File: src/core/rtcl_regs.vh
// address codes, reset values and timing counts of the clock/calendar core
`ifndef RTCL_REGS_VH
`define RTCL_REGS_VH
`define RTCL_ADDR_SEC_U      4'h0
`define RTCL_ADDR_HOUR_T     4'h5
`define RTCL_ADDR_WEEKDAY    4'h6
`define RTCL_ADDR_DAY_U      4'h7
`define RTCL_ADDR_DAY_T      4'h8
`define RTCL_ADDR_MON_U      4'h9
`define RTCL_ADDR_MON_T      4'hA
`define RTCL_ADDR_YEAR_U     4'hB
`define RTCL_ADDR_YEAR_T     4'hC
`define RTCL_ADDR_DIV_RESET  4'hD
`define RTCL_ADDR_REF_E      4'hE
`define RTCL_ADDR_REF_F      4'hF
`define RTCL_HOUR_PM_BIT     2
`define RTCL_HOUR_24H_BIT    3
`define RTCL_LEAP_LO_BIT     2
`define RTCL_LEAP_HI_BIT     3
`define RTCL_DIGIT_RESET     4'h0
`define RTCL_DATE_RESET      4'h1
`define RTCL_OSC_HZ          32768
`define RTCL_PRESC_STAGES    15
`define RTCL_PRESC_KEPT      10
`define RTCL_PRESC_LAST      15'h7FFF
`define RTCL_UPD_LEAD_US     244
`define RTCL_UPD_LEAD_TICKS  15'h0008
`define RTCL_UPD_FALL        15'h7FF8
`define RTCL_UPD_RISE        15'h0008
`define RTCL_REF_LOW_US      122
`define RTCL_REF_LOW_TICKS   15'h0004
`define RTCL_REF_FAST_BIT    4
`endif

File: src/core/rtcl_core.v
// clock/calendar core: prescaler, update pulse, digit counters, nibble bus
// Notes on behaviour
// test pulse rising edge bumps selected digit
// reference outputs when write low, read high, E/F
// line 0 carries 1024 Hz, 488.3 us high
// lines 1..3: 122.1 us low per second/minute/hour
// host waits after stop before ending write
// host writes only while update output high
// writes suspended while update low, then resume; code still writes while stop is high
// code D write resets prescaler top and update
// during divider reset: update high, no counting
// after release update falls ~1 s later
// first ten prescaler stages keep running
// leap rule taken from day tens bits 2,3
// select 00,10,01,11 gives remainder 0,3,2,1
// any year accepted, leap judged on two digits
// update pulses at 1 Hz regardless of selects
// stop input high halts digit counting
// respond only with both selects high
// write strobe high loads nibble to digit
// february ends at 29 in leap year, else 28
// reference pulses replace read data on bus
`timescale 1ns/10ps
`include "rtcl_regs.vh"

module rtcl_core (
    input  wire       clock_i,
    input  wire       rst_b_i,
    input  wire       osc_input_i,
    input  wire       supply_side_select_i,
    input  wire       host_side_select_i,
    input  wire       write_i,
    input  wire       read_i,
    input  wire       address_write_i,
    input  wire       stop_i,
    input  wire       test_i,
    input  wire [3:0] nibble_bus_i,
    output reg  [3:0] nibble_bus_o,
    output wire [3:0] nibble_bus_oe_b_o,
    output reg        update_b_o,
    output wire       update_oe_b_o,
    output reg        one_sec_o
);

    reg        rst_q1;
    reg        rst_n;
    reg [11:0] pin_q1;
    reg [11:0] pin_q2;
    reg        osc_last;
    reg        test_last;
    reg [14:0] presc;
    reg [3:0]  address_nibble;
    reg [3:0]  dig [0:12];
    reg [3:0]  next_dig [0:12];
    reg [4:0]  r;
    reg        c;
    reg [4:0]  hv;
    reg [4:0]  dv;
    reg [4:0]  dim;
    reg [3:0]  mv;
    reg        pm;
    reg        day_carry;
    reg        sec_armed;
    integer    k;
    integer    j;

    wire       osc_s   = pin_q2[0];
    wire       sel_ok  = pin_q2[1] & pin_q2[2];
    wire       wr_s    = pin_q2[3];
    wire       rd_s    = pin_q2[4];
    wire       aw_s    = pin_q2[5];
    wire       stop_s  = pin_q2[6];
    wire       test_s  = pin_q2[7];
    wire [3:0] data_s  = pin_q2[11:8];

    wire osc_tick  = osc_s & ~osc_last;
    wire test_rise = test_s & ~test_last;
    wire div_reset = sel_ok & wr_s
                     & (address_nibble == `RTCL_ADDR_DIV_RESET);
    wire [14:0] presc_inc = presc + 15'h0001;

    wire count_tick = osc_tick & (presc == `RTCL_PRESC_LAST)
                      & ~div_reset & ~stop_s;
    wire digit_addr = (address_nibble <= `RTCL_ADDR_YEAR_T);
    // digits are writable outside the update window, or at any time while stop is high
    wire wr_ok = sel_ok & wr_s & digit_addr & (stop_s | update_b_o);
    wire ref_mode = sel_ok & ~wr_s & rd_s
                    & ((address_nibble == `RTCL_ADDR_REF_E)
                    | (address_nibble == `RTCL_ADDR_REF_F));
    wire pulse_low = (presc < `RTCL_REF_LOW_TICKS) & ~div_reset;
    wire sec_zero  = (dig[0] == 4'h0) & (dig[1] == 4'h0);
    wire min_zero  = (dig[2] == 4'h0) & (dig[3] == 4'h0);

    wire [1:0] leap_rem = 2'h0 - {dig[`RTCL_ADDR_DAY_T][`RTCL_LEAP_HI_BIT],
                                  dig[`RTCL_ADDR_DAY_T][`RTCL_LEAP_LO_BIT]};
    wire [3:0] year_mix = {dig[`RTCL_ADDR_YEAR_T][2:0], 1'b0}
                          + dig[`RTCL_ADDR_YEAR_U];
    wire leap_year = (year_mix[1:0] == leap_rem);

    // only bit clearing is driven; a one releases the line
    assign nibble_bus_oe_b_o = nibble_bus_o;
    assign update_oe_b_o     = update_b_o;

    function [3:0] digit_max;
        input [3:0] a;
        begin
            case (a)
                4'h1, 4'h3: digit_max = 4'h5;
                4'h5:       digit_max = 4'h2;
                4'h6:       digit_max = 4'h6;
                4'h8:       digit_max = 4'h3;
                4'hA:       digit_max = 4'h1;
                default:    digit_max = 4'h9;
            endcase
        end
    endfunction

    // returns {wrapped, next value}
    function [4:0] bump;
        input [3:0] v;
        input [3:0] mx;
        begin
            if (v >= mx)
                bump = {1'b1, 4'h0};
            else
                bump = {1'b0, v + 4'h1};
        end
    endfunction

    function [3:0] tens_of;
        input [4:0] v;
        begin
            if (v >= 5'd30)
                tens_of = 4'h3;
            else if (v >= 5'd20)
                tens_of = 4'h2;
            else if (v >= 5'd10)
                tens_of = 4'h1;
            else
                tens_of = 4'h0;
        end
    endfunction

    function [3:0] units_of;
        input [4:0] v;
        reg   [4:0] t;
        begin
            t        = v - {1'b0, tens_of(v)} * 5'd10;
            units_of = t[3:0];
        end
    endfunction

    wire [3:0] cur_dig   = dig[address_nibble];
    wire [4:0] test_low  = bump({2'b00, cur_dig[1:0]},
                                digit_max(address_nibble));
    wire [4:0] test_full = bump(cur_dig, digit_max(address_nibble));

    always @(posedge clock_i or negedge rst_b_i) begin
        if (!rst_b_i) begin
            rst_q1 <= 1'b0;
            rst_n  <= 1'b0;
        end else begin
            rst_q1 <= 1'b1;
            rst_n  <= rst_q1;
        end
    end

    always @(posedge clock_i or negedge rst_n) begin
        if (!rst_n) begin
            pin_q1    <= 12'h000;
            pin_q2    <= 12'h000;
            osc_last  <= 1'b0;
            test_last <= 1'b0;
        end else begin
            pin_q1    <= {nibble_bus_i, test_i, stop_i,
                          address_write_i, read_i, write_i,
                          host_side_select_i, supply_side_select_i,
                          osc_input_i};
            pin_q2    <= pin_q1;
            osc_last  <= osc_s;
            test_last <= test_s;
        end
    end

    // calendar advance by one second, carries rippling upward
    always @* begin
        for (k = 0; k < 13; k = k + 1)
            next_dig[k] = dig[k];
        c         = 1'b1;
        day_carry = 1'b0;
        hv  = 5'd0;
        dv  = 5'd0;
        dim = 5'd31;
        mv  = 4'h0;
        pm  = dig[`RTCL_ADDR_HOUR_T][`RTCL_HOUR_PM_BIT];
        r   = 5'h00;
        for (k = 0; k < 4; k = k + 1) begin
            if (c) begin
                r           = bump(dig[k], digit_max(k[3:0]));
                c           = r[4];
                next_dig[k] = r[3:0];
            end
        end
        if (c) begin
            hv = {3'b000, dig[`RTCL_ADDR_HOUR_T][1:0]} * 5'd10
                 + {1'b0, dig[4]};
            if (dig[`RTCL_ADDR_HOUR_T][`RTCL_HOUR_24H_BIT]) begin
                day_carry = (hv == 5'd23);
                hv        = day_carry ? 5'd0 : hv + 5'd1;
            end else if (hv == 5'd11) begin
                day_carry = pm;
                pm        = ~pm;
                hv        = 5'd12;
            end else if (hv >= 5'd12) begin
                hv = 5'd1;
            end else begin
                hv = hv + 5'd1;
            end
            next_dig[4] = units_of(hv);
            next_dig[`RTCL_ADDR_HOUR_T] =
                {dig[`RTCL_ADDR_HOUR_T][`RTCL_HOUR_24H_BIT], pm, 2'b00}
                | tens_of(hv);
        end
        if (day_carry) begin
            r = bump(dig[`RTCL_ADDR_WEEKDAY], 4'h6);
            next_dig[`RTCL_ADDR_WEEKDAY] = r[3:0];
            mv = (dig[`RTCL_ADDR_MON_T][0] ? 4'hA : 4'h0)
                 + dig[`RTCL_ADDR_MON_U];
            case (mv)
                4'h4, 4'h6, 4'h9, 4'hB: dim = 5'd30;
                4'h2: dim = leap_year ? 5'd29 : 5'd28;
                default: dim = 5'd31;
            endcase
            dv = {3'b000, dig[`RTCL_ADDR_DAY_T][1:0]} * 5'd10
                 + {1'b0, dig[`RTCL_ADDR_DAY_U]};
            c  = (dv >= dim);
            dv = c ? 5'd1 : dv + 5'd1;
            next_dig[`RTCL_ADDR_DAY_U] = units_of(dv);
            next_dig[`RTCL_ADDR_DAY_T] =
                {dig[`RTCL_ADDR_DAY_T][3:2], 2'b00} | tens_of(dv);
            if (c) begin
                c  = (mv >= 4'hC);
                mv = c ? 4'h1 : mv + 4'h1;
                next_dig[`RTCL_ADDR_MON_U] = units_of({1'b0, mv});
                next_dig[`RTCL_ADDR_MON_T] = tens_of({1'b0, mv});
            end
            if (c) begin
                r = bump(dig[`RTCL_ADDR_YEAR_U], 4'h9);
                next_dig[`RTCL_ADDR_YEAR_U] = r[3:0];
                if (r[4]) begin
                    r = bump(dig[`RTCL_ADDR_YEAR_T], 4'h9);
                    next_dig[`RTCL_ADDR_YEAR_T] = r[3:0];
                end
            end
        end
    end

    // prescaler and update pulse
    always @(posedge clock_i or negedge rst_n) begin
        if (!rst_n) begin
            presc      <= 15'h0000;
            update_b_o <= 1'b1;
            one_sec_o  <= 1'b0;
            sec_armed  <= 1'b0;
        end else begin
            if (osc_tick)
                presc[`RTCL_PRESC_KEPT-1:0] <=
                    presc_inc[`RTCL_PRESC_KEPT-1:0];
            if (div_reset) begin
                presc[14:`RTCL_PRESC_KEPT] <= 5'h00;
                update_b_o <= 1'b1;
                one_sec_o  <= 1'b0;
                sec_armed  <= 1'b0;
            end else begin
                if (osc_tick)
                    presc[14:`RTCL_PRESC_KEPT] <=
                        presc_inc[14:`RTCL_PRESC_KEPT];
                // falls 8 ticks ahead of the one-second edge
                if (osc_tick && presc_inc == `RTCL_UPD_FALL)
                    update_b_o <= 1'b0;
                else if (osc_tick && presc_inc == `RTCL_UPD_RISE)
                    update_b_o <= 1'b1;
                // armed at the first wrap, so no early rise after a reset
                if (osc_tick && presc == `RTCL_PRESC_LAST)
                    sec_armed <= 1'b1;
                one_sec_o <= ~presc[14] & sec_armed;
            end
        end
    end

    // address latch and digit store
    always @(posedge clock_i or negedge rst_n) begin
        if (!rst_n) begin
            address_nibble <= `RTCL_ADDR_SEC_U;
            for (j = 0; j < 13; j = j + 1)
                dig[j] <= `RTCL_DIGIT_RESET;
            dig[`RTCL_ADDR_DAY_U] <= `RTCL_DATE_RESET;
            dig[`RTCL_ADDR_MON_U] <= `RTCL_DATE_RESET;
        end else begin
            if (sel_ok && aw_s)
                address_nibble <= data_s;
            if (wr_ok) begin
                // setting 24-hour mode clears the pm flag
                if (address_nibble == `RTCL_ADDR_HOUR_T
                    && data_s[`RTCL_HOUR_24H_BIT])
                    dig[address_nibble] <= {data_s[3], 1'b0,
                                            data_s[1:0]};
                else
                    dig[address_nibble] <= data_s;
            end else if (sel_ok && test_rise && digit_addr) begin
                // only the count field moves; mode bits are kept
                case (address_nibble)
                    `RTCL_ADDR_HOUR_T, `RTCL_ADDR_DAY_T:
                        dig[address_nibble] <= {cur_dig[3:2],
                                                test_low[1:0]};
                    default:
                        dig[address_nibble] <= test_full[3:0];
                endcase
            end else if (count_tick) begin
                for (j = 0; j < 13; j = j + 1)
                    dig[j] <= next_dig[j];
            end
        end
    end

    // bus drive: reference pulses take priority over read data
    always @(posedge clock_i or negedge rst_n) begin
        if (!rst_n) begin
            nibble_bus_o <= 4'hF;
        end else if (ref_mode) begin
            nibble_bus_o <= {~(pulse_low & sec_zero & min_zero),
                             ~(pulse_low & sec_zero),
                             ~pulse_low,
                             presc[`RTCL_REF_FAST_BIT]};
        end else if (sel_ok && rd_s && !wr_s && digit_addr) begin
            nibble_bus_o <= dig[address_nibble];
        end else begin
            nibble_bus_o <= 4'hF;
        end
    end

endmodule // rtcl_core

File: config.mk
export PLATFORM = sky130hd
export DESIGN_NAME = rtcl_core
export DESIGN_NICKNAME = d
export VERILOG_FILES = /design/src/core/rtcl_core.v
export VERILOG_INCLUDE_DIRS = /design/src /design/src/core
export SDC_FILE = /design/constraint.sdc
export NUM_CORES = 1
export LEC_CHECK = 0
export ABC_CLOCK_PERIOD_IN_PS = 3840
export BUFFER_PORTS_ARGS = -buffer_cell sky130_fd_sc_hd__buf_2
export CORE_AREA = 2 2 93 161
export DETAILED_ROUTE_END_ITERATION = 6
export DIE_AREA = 0 0 95 163
export GPL_ROUTABILITY_DRIVEN = 0
export GPL_TIMING_DRIVEN = 0
export HOLD_SLACK_MARGIN = 0.06
export PLACE_DENSITY = 0.71
export SLEW_MARGIN = 0
export SYNTH_ARGS = -nofsm -noshare
export SYNTH_HDL_FRONTEND = slang
export SYNTH_SLANG_ARGS = --single-unit
File: constraint.sdc
create_clock -name clock_i -period 3.84 [get_ports clock_i]
set_input_delay 0.384 -clock clock_i [delete_from_list [all_inputs] [get_ports clock_i]]
set_output_delay 0.384 -clock clock_i [all_outputs]
set_load 0.1 [all_outputs]
## After elaboration in Yosys (flattened, before gate mapping)

Index checks and enable logic that the tools add are counted.

| storage, ports and cells | value |
|---|---|
| input bits | 14 |
| register bits after elaboration | 106 |
| word-level logic and storage cells | 252 |
| output and inout port bits | 11 |

| cells by class | value |
|---|---|
| equality and inequality tests | 20 |
| multiplexer cells | 82 |
| magnitude comparators | 25 |
| reductions and logical operators | 39 |
| $add $sub $neg | 21 |
| $mul | 5 |
| bitwise gates (word level) | 34 |

Operators by type and width:

| operator | number |
|---|---|
| 52-bit two-way mux | 5 |
| 52-bit bitwise mux | 4 |
| 4-bit two-way mux | 25 |
| 5-bit two-way mux | 16 |
| 4-bit by 1-bit adder with 4-bit output, second input constant | 9 |
| 15-bit == test, second input constant | 2 |
| 3-bit nonzero test | 10 |
| 4-bit == test, second input constant | 7 |
| 28-bit two-way mux | 1 |
| 5-bit greater-or-equal comparator, second input constant | 5 |
| 8-bit two-way mux | 3 |
| 1-bit two-way mux | 21 |
| 4-bit greater-or-equal comparator, second input constant | 5 |
| 4-bit one-hot mux with 5 select lines | 1 |
| 1-bit bitwise AND | 19 |
| 4-bit binary-select mux with 4-bit select | 1 |
| 4-bit demux with 4-bit select | 1 |
| 4-bit by 3-bit == test with 1-bit output, second input constant | 4 |
| 4-bit greater-or-equal comparator | 4 |
| 4-bit zero test | 4 |
| 15-bit by 1-bit adder with 15-bit output, second input constant | 1 |
| 15-bit by 4-bit == test with 1-bit output, second input constant | 1 |
| 5-bit by 4-bit greater-or-equal comparator with 1-bit output, second input constant | 3 |
| 15-bit by 3-bit < comparator with 1-bit output, second input constant | 1 |
| 34 further kinds | 73 |

## Longest topological paths before layout

Gate-level depths: netlist of run 1.

| depth | value |
|---|---|
| depth in word-level cells | 29 |
| mapped depth | 22 |
| gate-level depth less buffers | 22 |

## Worst setup path after synthesis of run 1

No wires, ideal clock.

| timing path | value |
|---|---|
| path type | register -> register |
| start | register dig[8] (netlist name) |
| end | register dig[23] (netlist name) |
| buffers on the path | 0 |
| library setup time | 0.082 ns |
| cell stages (with the launch flop) | 23 |
| data required time | 3.758 ns |
| clock period less this slack | 3.748 ns |
| data arrival time | 3.666 ns |
| slack | 0.092 ns |
| path through | dfrtp_1 -> ha_1 -> ha_1 -> xor2_1 -> xnor2_1 -> nor3_1 -> a21oi_1 -> ha_1 -> nand2b_1 -> a21oi_1 -> nor2_1 -> nand2_1 -> nand2_1 -> a22oi_1 -> a21oi_1 -> inv_1 -> ha_1 -> inv_1 -> fa_1 -> nand2b_1 -> o41ai_1 -> o21ai_0 -> a31oi_1 |

| between the ends | value |
|---|---|
| longest elaborated chain between the ends | 19 |
| elaborated cells on any way between the ends | 33 |
| those cells by class | 3 x add/sub; 1 x mul; 5 x order compare; 5 x eq/ne; 18 x mux; 1 x reduce/logical |

Ends and longest elaborated chain:

| item | line | source |
|---|---|---|
| start: declaration | rtcl_core.v:53 | `reg [3:0] dig [0:12];` |
| start signal: indexed assignment | rtcl_core.v:296 | `` dig[j] <= `RTCL_DIGIT_RESET; `` |
| start signal: indexed assignment | rtcl_core.v:297 | `` dig[`RTCL_ADDR_DAY_U] <= `RTCL_DATE_RESET; `` |
| start signal: indexed assignment | rtcl_core.v:298 | `` dig[`RTCL_ADDR_MON_U] <= `RTCL_DATE_RESET; `` |
| 4-bit two-way mux | rtcl_core.v:227 | `` mv = (dig[`RTCL_ADDR_MON_T][0] ? 4'hA : 4'h0) `` |
| 4-bit adder | rtcl_core.v:227 |  |
| 4-bit by 3-bit == test with 1-bit output or 4-bit == test (tied branches) | rtcl_core.v:229 | `case (mv)` |
| 4-bit OR reduction | rtcl_core.v:229 |  |
| 2-bit one-hot mux with 2 select lines | rtcl_core.v:229 |  |
| 5-bit two-way mux | rtcl_core.v:224 | `if (day_carry) begin` |
| 5-bit greater-or-equal comparator | rtcl_core.v:236 | `c = (dv >= dim);` |
| 5-bit two-way mux | rtcl_core.v:237 | `dv = c ? 5'd1 : dv + 5'd1;` |
| [... 3 more ...] | - |  |
| 2-bit two-way mux | rtcl_core.v:133 | `if (v >= 5'd30)` |
| 4-bit two-way mux | rtcl_core.v:224 |  |
| 4-bit by 3-bit multiplier with 3-bit output | rtcl_core.v:148 | `t = v - {1'b0, tens_of(v)} * 5'd10;` |
| 4-bit subtractor | rtcl_core.v:148 |  |
| 28-bit two-way mux | rtcl_core.v:224 |  |
| 52-bit two-way mux | rtcl_core.v:319 | `end else if (count_tick) begin` |
| 52-bit two-way mux * | rtcl_core.v:310 | `end else if (sel_ok && test_rise && digit_addr) begin` |
| 52-bit two-way mux * | rtcl_core.v:302 | `if (wr_ok) begin` |

Every way passes the cells marked *; elsewhere a longest branch is shown, timed or not. The select of a mux whose other input is x is not followed.
A chain may end at the register's enable or synchronous reset.

## Worst setup path in the final report of run 1

| timing path | value |
|---|---|
| start | register dig[13] (netlist name) |
| end | register dig[23] (netlist name) |

| between the ends | value |
|---|---|
| longest elaborated chain between the ends | 18 |
| elaborated cells on any way between the ends | 32 |
| those cells by class | 3 x add/sub; 1 x mul; 5 x order compare; 5 x eq/ne; 17 x mux; 1 x reduce/logical |

Ends and longest elaborated chain:

| item | line | source |
|---|---|---|
| 4-bit adder | rtcl_core.v:227 |  |
| 4-bit by 3-bit == test with 1-bit output or 4-bit == test (tied branches) | rtcl_core.v:229 |  |
| 4-bit OR reduction | rtcl_core.v:229 |  |
| 2-bit one-hot mux with 2 select lines | rtcl_core.v:229 |  |
| 5-bit two-way mux | rtcl_core.v:224 |  |
| 5-bit greater-or-equal comparator | rtcl_core.v:236 |  |
| 5-bit two-way mux | rtcl_core.v:237 |  |
| 5-bit by 4-bit greater-or-equal comparator with 1-bit output | rtcl_core.v:137 | `else if (v >= 5'd10)` |
| [... 2 more ...] | - |  |
| 2-bit two-way mux | rtcl_core.v:133 |  |
| 4-bit two-way mux | rtcl_core.v:224 |  |
| 4-bit by 3-bit multiplier with 3-bit output | rtcl_core.v:148 |  |
| 4-bit subtractor | rtcl_core.v:148 |  |
| 28-bit two-way mux | rtcl_core.v:224 |  |
| 52-bit two-way mux | rtcl_core.v:319 |  |
| 52-bit two-way mux * | rtcl_core.v:310 |  |
| 52-bit two-way mux * | rtcl_core.v:302 |  |

Marks and branches as above.

==> results of run 1 <==
==> sequential cells by signal (all words and copies together) (netlist names) <==
| signal | count |
|---|---|
| address_nibble | 4 |
| dig | 52 |
| nibble_bus_o | 4 |
| one_sec_o | 1 |
| osc_last | 1 |
| pin_q1 | 12 |
| pin_q2 | 12 |
| presc | 15 |
| rst_n | 1 |
| rst_q1 | 1 |
| sec_armed | 1 |
| test_last | 1 |
| update_b_o | 1 |
==> report_power, final <==
group / switching, µW / internal [µW]
clock: 509 / 474
sequential: 363 / 1360
combinational: 1640 / 1110
total: 2510 / 2950
==> worst max path at each step <==
stage,startpoint,end,slack (ps),cells after the start
3_3_place_gp,address_nibble[0],dig[41],-1130,15
4_1_cts,dig[13],dig[23],-40,21
6_report,dig[13],dig[23],70,22
5_1_grt,dig[13],dig[23],-90,22
2_1_floorplan,dig[8],dig[23],90,22
3_5_place_dp,address_nibble[0],dig[37],-1110,15
==> timing repair <==
item,CTS,global route
buffers inserted,12,3
hold buffers,1,0
endpoints found under the setup margin,41,37
hold endpoints to repair,2,0
gates resized for setup,40,29
pin swaps,18,13
==> per-layer routing <==
layer / part of all wire / routed length [µm]
met5: 0 / 0
met4: 0.082 / 1900
met3: 0.057 / 1310
met2: 0.50 / 11600
met1: 0.36 / 8230
==> layout by cell type (no fill, tap or decap), types with 14 or more instances in the layout <==
| master | instances |
|---|---|
| dfrtp_1 | 96 |
| nor2_1 | 89 |
| buf_4 | 21 |
| buf_2 | 38 |
| xnor2_1 | 19 |
| nand2_1 | 75 |
| inv_1 | 37 |
| o21ai_0 | 38 |
| ha_1 | 47 |
| nand3_1 | 34 |
| nand4_1 | 14 |
| nor3_1 | 16 |
| a21oi_1 | 46 |
| a31oi_1 | 20 |
==> kinds of logic (layout without fill, tap and decap cells) <==
kind of cell | after synthesis | in the layout | share of synthesized area
simple gates | 326 | 326 | 0.213
compound gates | 224 | 224 | 0.200
flops | 106 | 106 | 0.348
buf+inv | 81 | 137 | 0.0468
fa+ha+maj | 56 | 56 | 0.0956
xor+xnor | 38 | 38 | 0.0453
mux | 28 | 28 | 0.0512
other cells | 1 | 1 | 0.000491
==> through the flow <==
step | TNS, ps | util | total power [µW]
floorplan | 0 | - | 3460
global placement | -76260 | 0.559 | 4070
detailed placement | -25550 | 0.561 | 4110
CTS | -41.0 | 0.604 | 5340
global route | -95.1 | 0.613 | 5810
finish | 0 | 0.613 | 5460
==> area by class of cell <==
type                    count  area [µm²]
fillers                  1206        5540
multi-input cells         673        4890
flip-flops and latches    106        2670
repair buffers             41         295
clock buffers               9         225
well taps                 180         225
plain buffers              41         218
inverters                  39         149
clock inverters             7        91.3
==> metrics.txt, run 1 <==
status=completed; CP cell instances=ha_4 > inv_4 > ha_4 > o21a_1 > a31o_2 > a21oi_2 > ha_1 > nand2b_4 > a21oi_4 > nor2_4 > nand2_1 > nand2_1 > a22oi_2 > a21oi_2 > inv_1 > ha_2 > inv_2 > fa_2 > nand2b_4 > o41ai_4 > o21ai_1 > a31oi_1; hold depth=1; endpoints failing hold=0; die height=163 µm; Detailed Route WL=23.1 mm; R2R depth=22; hold path startpoint=nibble_bus_i[1]; Clock Skew=15.5 ps; Num CTS Buffers=9; fmax=265 MHz; Max Slew Vio Count=0; placement-stage cell area=8020 µm²; DP Worst Slack=-1110 ps; number of H-tree levels=3; met1 Usage GRT=0.341; grt peak-use layer=met2; RSZ-0062 raised after global routing=yes; core area=14,300 µm²; Initial DRT Pass Iterations=5; cell row count=58; crit share post-route=0.982; met3 usage=0.0458; critical path's slowest cell=dfrtp_1; layout cell share with drive strength beyond 1=0.192; synth top area cells=dfrtp_1 32%, ha_1 8.5%, nor2_1 4.5%; Via Count=7,163; Worst-Margin Slew=1240 ps; gr ovfl total=0; Final WS setup=67.5 ps; GRT Resource Usage Total=0.307; asr flop ratio synth=1.00; Worst Setup Start Kind=flop; CTS tree=yes; Distinct cells, synth=86; Post-DRT Antenna Nets=0; share of the synthesized area in the top cell type=0.324; crit-path leading delay family=compound AO/OA/AOI/OAI gates; CTS clk-pin slew, worst paths=90 ps; r2r endpoint=dig[23]; r2r setup slk=70 ps; hold slack=106 ps; die area=15,500 µm²; total clock sinks=106; RR Startpoint=dig[13]; met2 usage=0.530; #FFs+latches synth=106; Slew HR=0.164; Antenna diodes=0; Post-synth EDFFs=0; pin count of the biggest net entering global routing=69; crit path time final=3770 ps; via count of the first global-routing pass=6,903; Area Overhead vs Synth=14.6%; Power Density=624 nW/µm²; Starting Density=0.535; Die X-Extent=95 µm; first-pass GRT wire length=36.3 mm; Clk Latency, worst-skew pair=380 ps; dpl cells=1,065; Synth warnings=0; critical path fanouts, max=5; CP max stage delay=420 ps; top-level I/O count=25; CP Capture Type=flop; CTS root buf=clkbuf_16; WL/cell=21.0 µm; DP HPWL=16.5 mm; count leader, synth=dfrtp_1; final instance area=8760 µm²; synthesized instance count=860; Post-Syn Nets=930; worst min path class=in -> reg; syn_area_per_cell=8.89 µm²; Seq/Total Area, Yosys=0.348; Worst Path Required=4140 ps; I/O Buffers=24; critical path class=reg -> reg; # nets final=981; static leakage=0.00372 µW; Via density=6.54; Post-Syn Area=7640 µm²; Critical Path AT=4070 ps; ys flop type=dfrtp_1; First DRT Iteration DRCs=707; Setup-failing EPs final=0; peak supply drop=0.588 mV; Residual DRC=0; MaxCap Viol Count=0; Post-Layout Cell Count=1,096; Post-synth top cells=99 x dfrtp_1, 91 x nor2_1, 77 x nand2_1, 52 x a21oi_1, 52 x ha_1; initial antenna violation count=0; cell taking the most area after synthesis=dfrtp_1; Buf+Inv Stages, Crit Path=3; hold endpoint=pin_q1[9]; Clock Tree Buf Depth=2
(Power assumes the default switching activity.)
==> inputs of run 2 (changes only) <==
--- a/config.mk
+++ b/config.mk
@@ -15,6 +15,7 @@
 export GPL_TIMING_DRIVEN = 0
 export HOLD_SLACK_MARGIN = 0.06
 export PLACE_DENSITY = 0.71
+export SETUP_SLACK_MARGIN = 0.3
 export SLEW_MARGIN = 0
 export SYNTH_ARGS = -nofsm -noshare
 export SYNTH_HDL_FRONTEND = slang
==> metrics.txt, run 2 (synthesis gave the netlist of run 1 again) <==
first-pass GRT wire length=36.1 mm (-0.52%); max FFs per register=52 (unchanged); GRT Resource Usage Total=0.305 (-0.00202); Residual DRC=0 (unchanged); Max Slew Vio Count=0 (unchanged); die height=163 µm (unchanged); cell row count=58 (unchanged); Top Registers=dig (52), presc (15); Area Overhead vs Synth=17.5%; Final WS setup=56.5 ps (-11.0 ps); critical path's slowest cell=dfrtp_2; CP cell instances=ha_4 > ha_1 > buf_6 > o21a_1 > a31o_2 > a21oi_2 > ha_1 > nand2b_4 > a21oi_4 > nor2_4 > nand2_1 > nand2_1 > a22oi_1 > a21oi_1 > inv_1 > ha_2 > inv_2 > fa_2 > nand2b_4 > o41ai_4 > a32oi_1 > a31oi_1; Via Count=7,099 (-0.89%); Post-DRT Antenna Nets=0 (unchanged); Num CTS Buffers=9 (unchanged); Fill cells=1,193 (-1.1%); Buf+Inv Stages, Crit Path=3 (unchanged); # nets final=994 (+1.3%); fmax=264 MHz (-0.29%); most common cell after layout, fill and taps aside=dfrtp_1; RR Startpoint=dig[13]; Slew HR=0.404 (+0.240); DP Worst Slack=-1120 ps (-15.5 ps); R2R depth=22 (unchanged); WL/cell=20.6 µm (-2.0%); r2r endpoint=dig[23]; RSZ-0062 raised after global routing=yes; Worst-Margin Slew=890 ps (-347 ps); Post-Layout Cell Count=1,109 (+1.2%); hold endpoint=pin_q1[7]; top-level I/O count=25 (unchanged); crit share post-route=0.985 (+0.00285); Detailed Route WL=22.9 mm (-0.79%); pin count of the biggest net entering global routing=69 (unchanged); Starting Density=0.535 (unchanged); initial antenna violation count=0 (unchanged); Worst Path Required=4110 ps (-30 ps); Initial DRT Pass Iterations=5 (unchanged); status=completed; CP max stage delay=430 ps (about the same); Antenna diodes=0 (unchanged); worst min path class=in -> reg; DP HPWL=16.7 mm (+1.0%); CTS tree=yes; Die X-Extent=95 µm (unchanged); Worst Setup Start Kind=flop; Clock Tree Buf Depth=2 (unchanged); Critical Path AT=4060 ps (about the same); critical path fanouts, max=4 (-1); Power Density=626 nW/µm² (+0.37%); gr ovfl total=0 (unchanged); r2r setup slk=60 ps (about the same); multi-input logic area=4990 µm² (+2.2%); CTS root buf=clkbuf_16; crit-path leading delay family=compound AO/OA/AOI/OAI gates; static leakage=0.00381 µW (+2.5%); die area=15,500 µm² (unchanged); number of H-tree levels=3 (unchanged); peak supply drop=0.653 mV (+11%); hold path startpoint=test_i; core area=14,300 µm² (unchanged); CP Capture Type=flop; Clk Latency, worst-skew pair=350 ps (-30 ps); First DRT Iteration DRCs=645 (-8.8%); MaxCap Viol Count=0 (unchanged); hold depth=1 (unchanged); commonest cells after routing, fill and taps aside=95 x dfrtp_1, 87 x nor2_1, 74 x nand2_1, 46 x a21oi_1, 46 x ha_1; critical path class=reg -> reg; total clock sinks=106 (unchanged); CTS clk-pin slew, worst paths=80 ps (about the same); Setup-failing EPs final=0 (unchanged); layout cell share with drive strength beyond 1=0.221 (+0.0285); FF/Latch Area=2670 µm² (about the same); placement-stage cell area=8090 µm² (+0.84%); Clock Skew=10.2 ps (-5.26 ps); crit path time final=3780 ps (+11.0 ps); Top reg by flops=dig; final instance area=8980 µm² (+2.6%); endpoints failing hold=0 (unchanged); dpl cells=1,065 (unchanged); Via density=6.40 (-2.1%); Pwr Total=5620 µW (+3.0%); I/O Buffers=24 (unchanged); via count of the first global-routing pass=6,828 (-1.1%)
[run 2: cell count changes in the layout (fill, tap and decap cells not counted), sizes merged]
cell | before | now
buf | 63 | 79
clkbuf | 27 | 24
bufinv | 0 | 1
clkinv | 3 | 2
clkinvlp | 0 | 1
inv | 43 | 42
[run 2: metal layers]
metal	part of all wire	vias up	global-route usage
li1	-	3294	-
met1	0.37	3395	0.342
met2	0.51	302	0.535
met3	0.056	108	0.0412
met4	0.071	0	0.186
met5	0	-	0
[run 2: cell type report]
| class | count | share of cell area |
|---|---|---|
| multi-input cells | 673 | 0.556 |
| flip-flops and latches | 106 | 0.297 |
| repair buffers | 53 | 0.0429 |
| plain buffers | 42 | 0.0269 |
| clock buffers | 9 | 0.0251 |
| well taps | 180 | 0.0251 |
| inverters | 39 | 0.0167 |
| clock inverters | 7 | 0.0103 |
[run 2: worst reg2reg max path, delay by kind of cell (launching register included)]
kind            cells  cell delay [ps]
buf+inv             3              250
compound gates      9             1370
simple gates        5              510
flops               1              430
fa+ha+maj           5             1170
[run 2: worst max path at each step]
stage / slack (ps) / start / to / cells after the start
CTS: 60 / dig[5] / dig[23] / 21
detailed placement: -1120 / address_nibble[0] / dig[37] / 15
floorplan: 220 / dig[8] / dig[23] / 22
global placement: -1100 / address_nibble[0] / dig[41] / 15
global route: -140 / dig[5] / dig[23] / 21
finish: 60 / dig[13] / dig[23] / 22
[run 2: repair_timing]
item / CTS / global route
endpoints found under the hold margin: 2 / 0
gates cloned: 0 / 0
gates resized for setup: 49 / 34
setup endpoints to repair: 48 / 44
buffers inserted: 16 / 11
pin swaps: 11 / 6
hold buffers: 1 / 0
[run 2: stage by stage]
step / TNS, ps / hold slack [ps] / utilization
after global routing: -139 / 124 / 0.628
after detailed placement: -24890 / 170 / 0.566
final: 0 / 130 / 0.628
after CTS: 0 / 127 / 0.613
after global placement: -73780 / 169 / 0.564
after floorplan: 0 / 88.4 / -
[run 2: power breakdown]
| group | switching, µW | internal [µW] | total [µW] |
|---|---|---|---|
| Clock | 469 | 525 | 995 |
| Sequential | 358 | 1360 | 1720 |
| Combinational | 1690 | 1220 | 2910 |
| Total | 2520 | 3110 | 5620 |
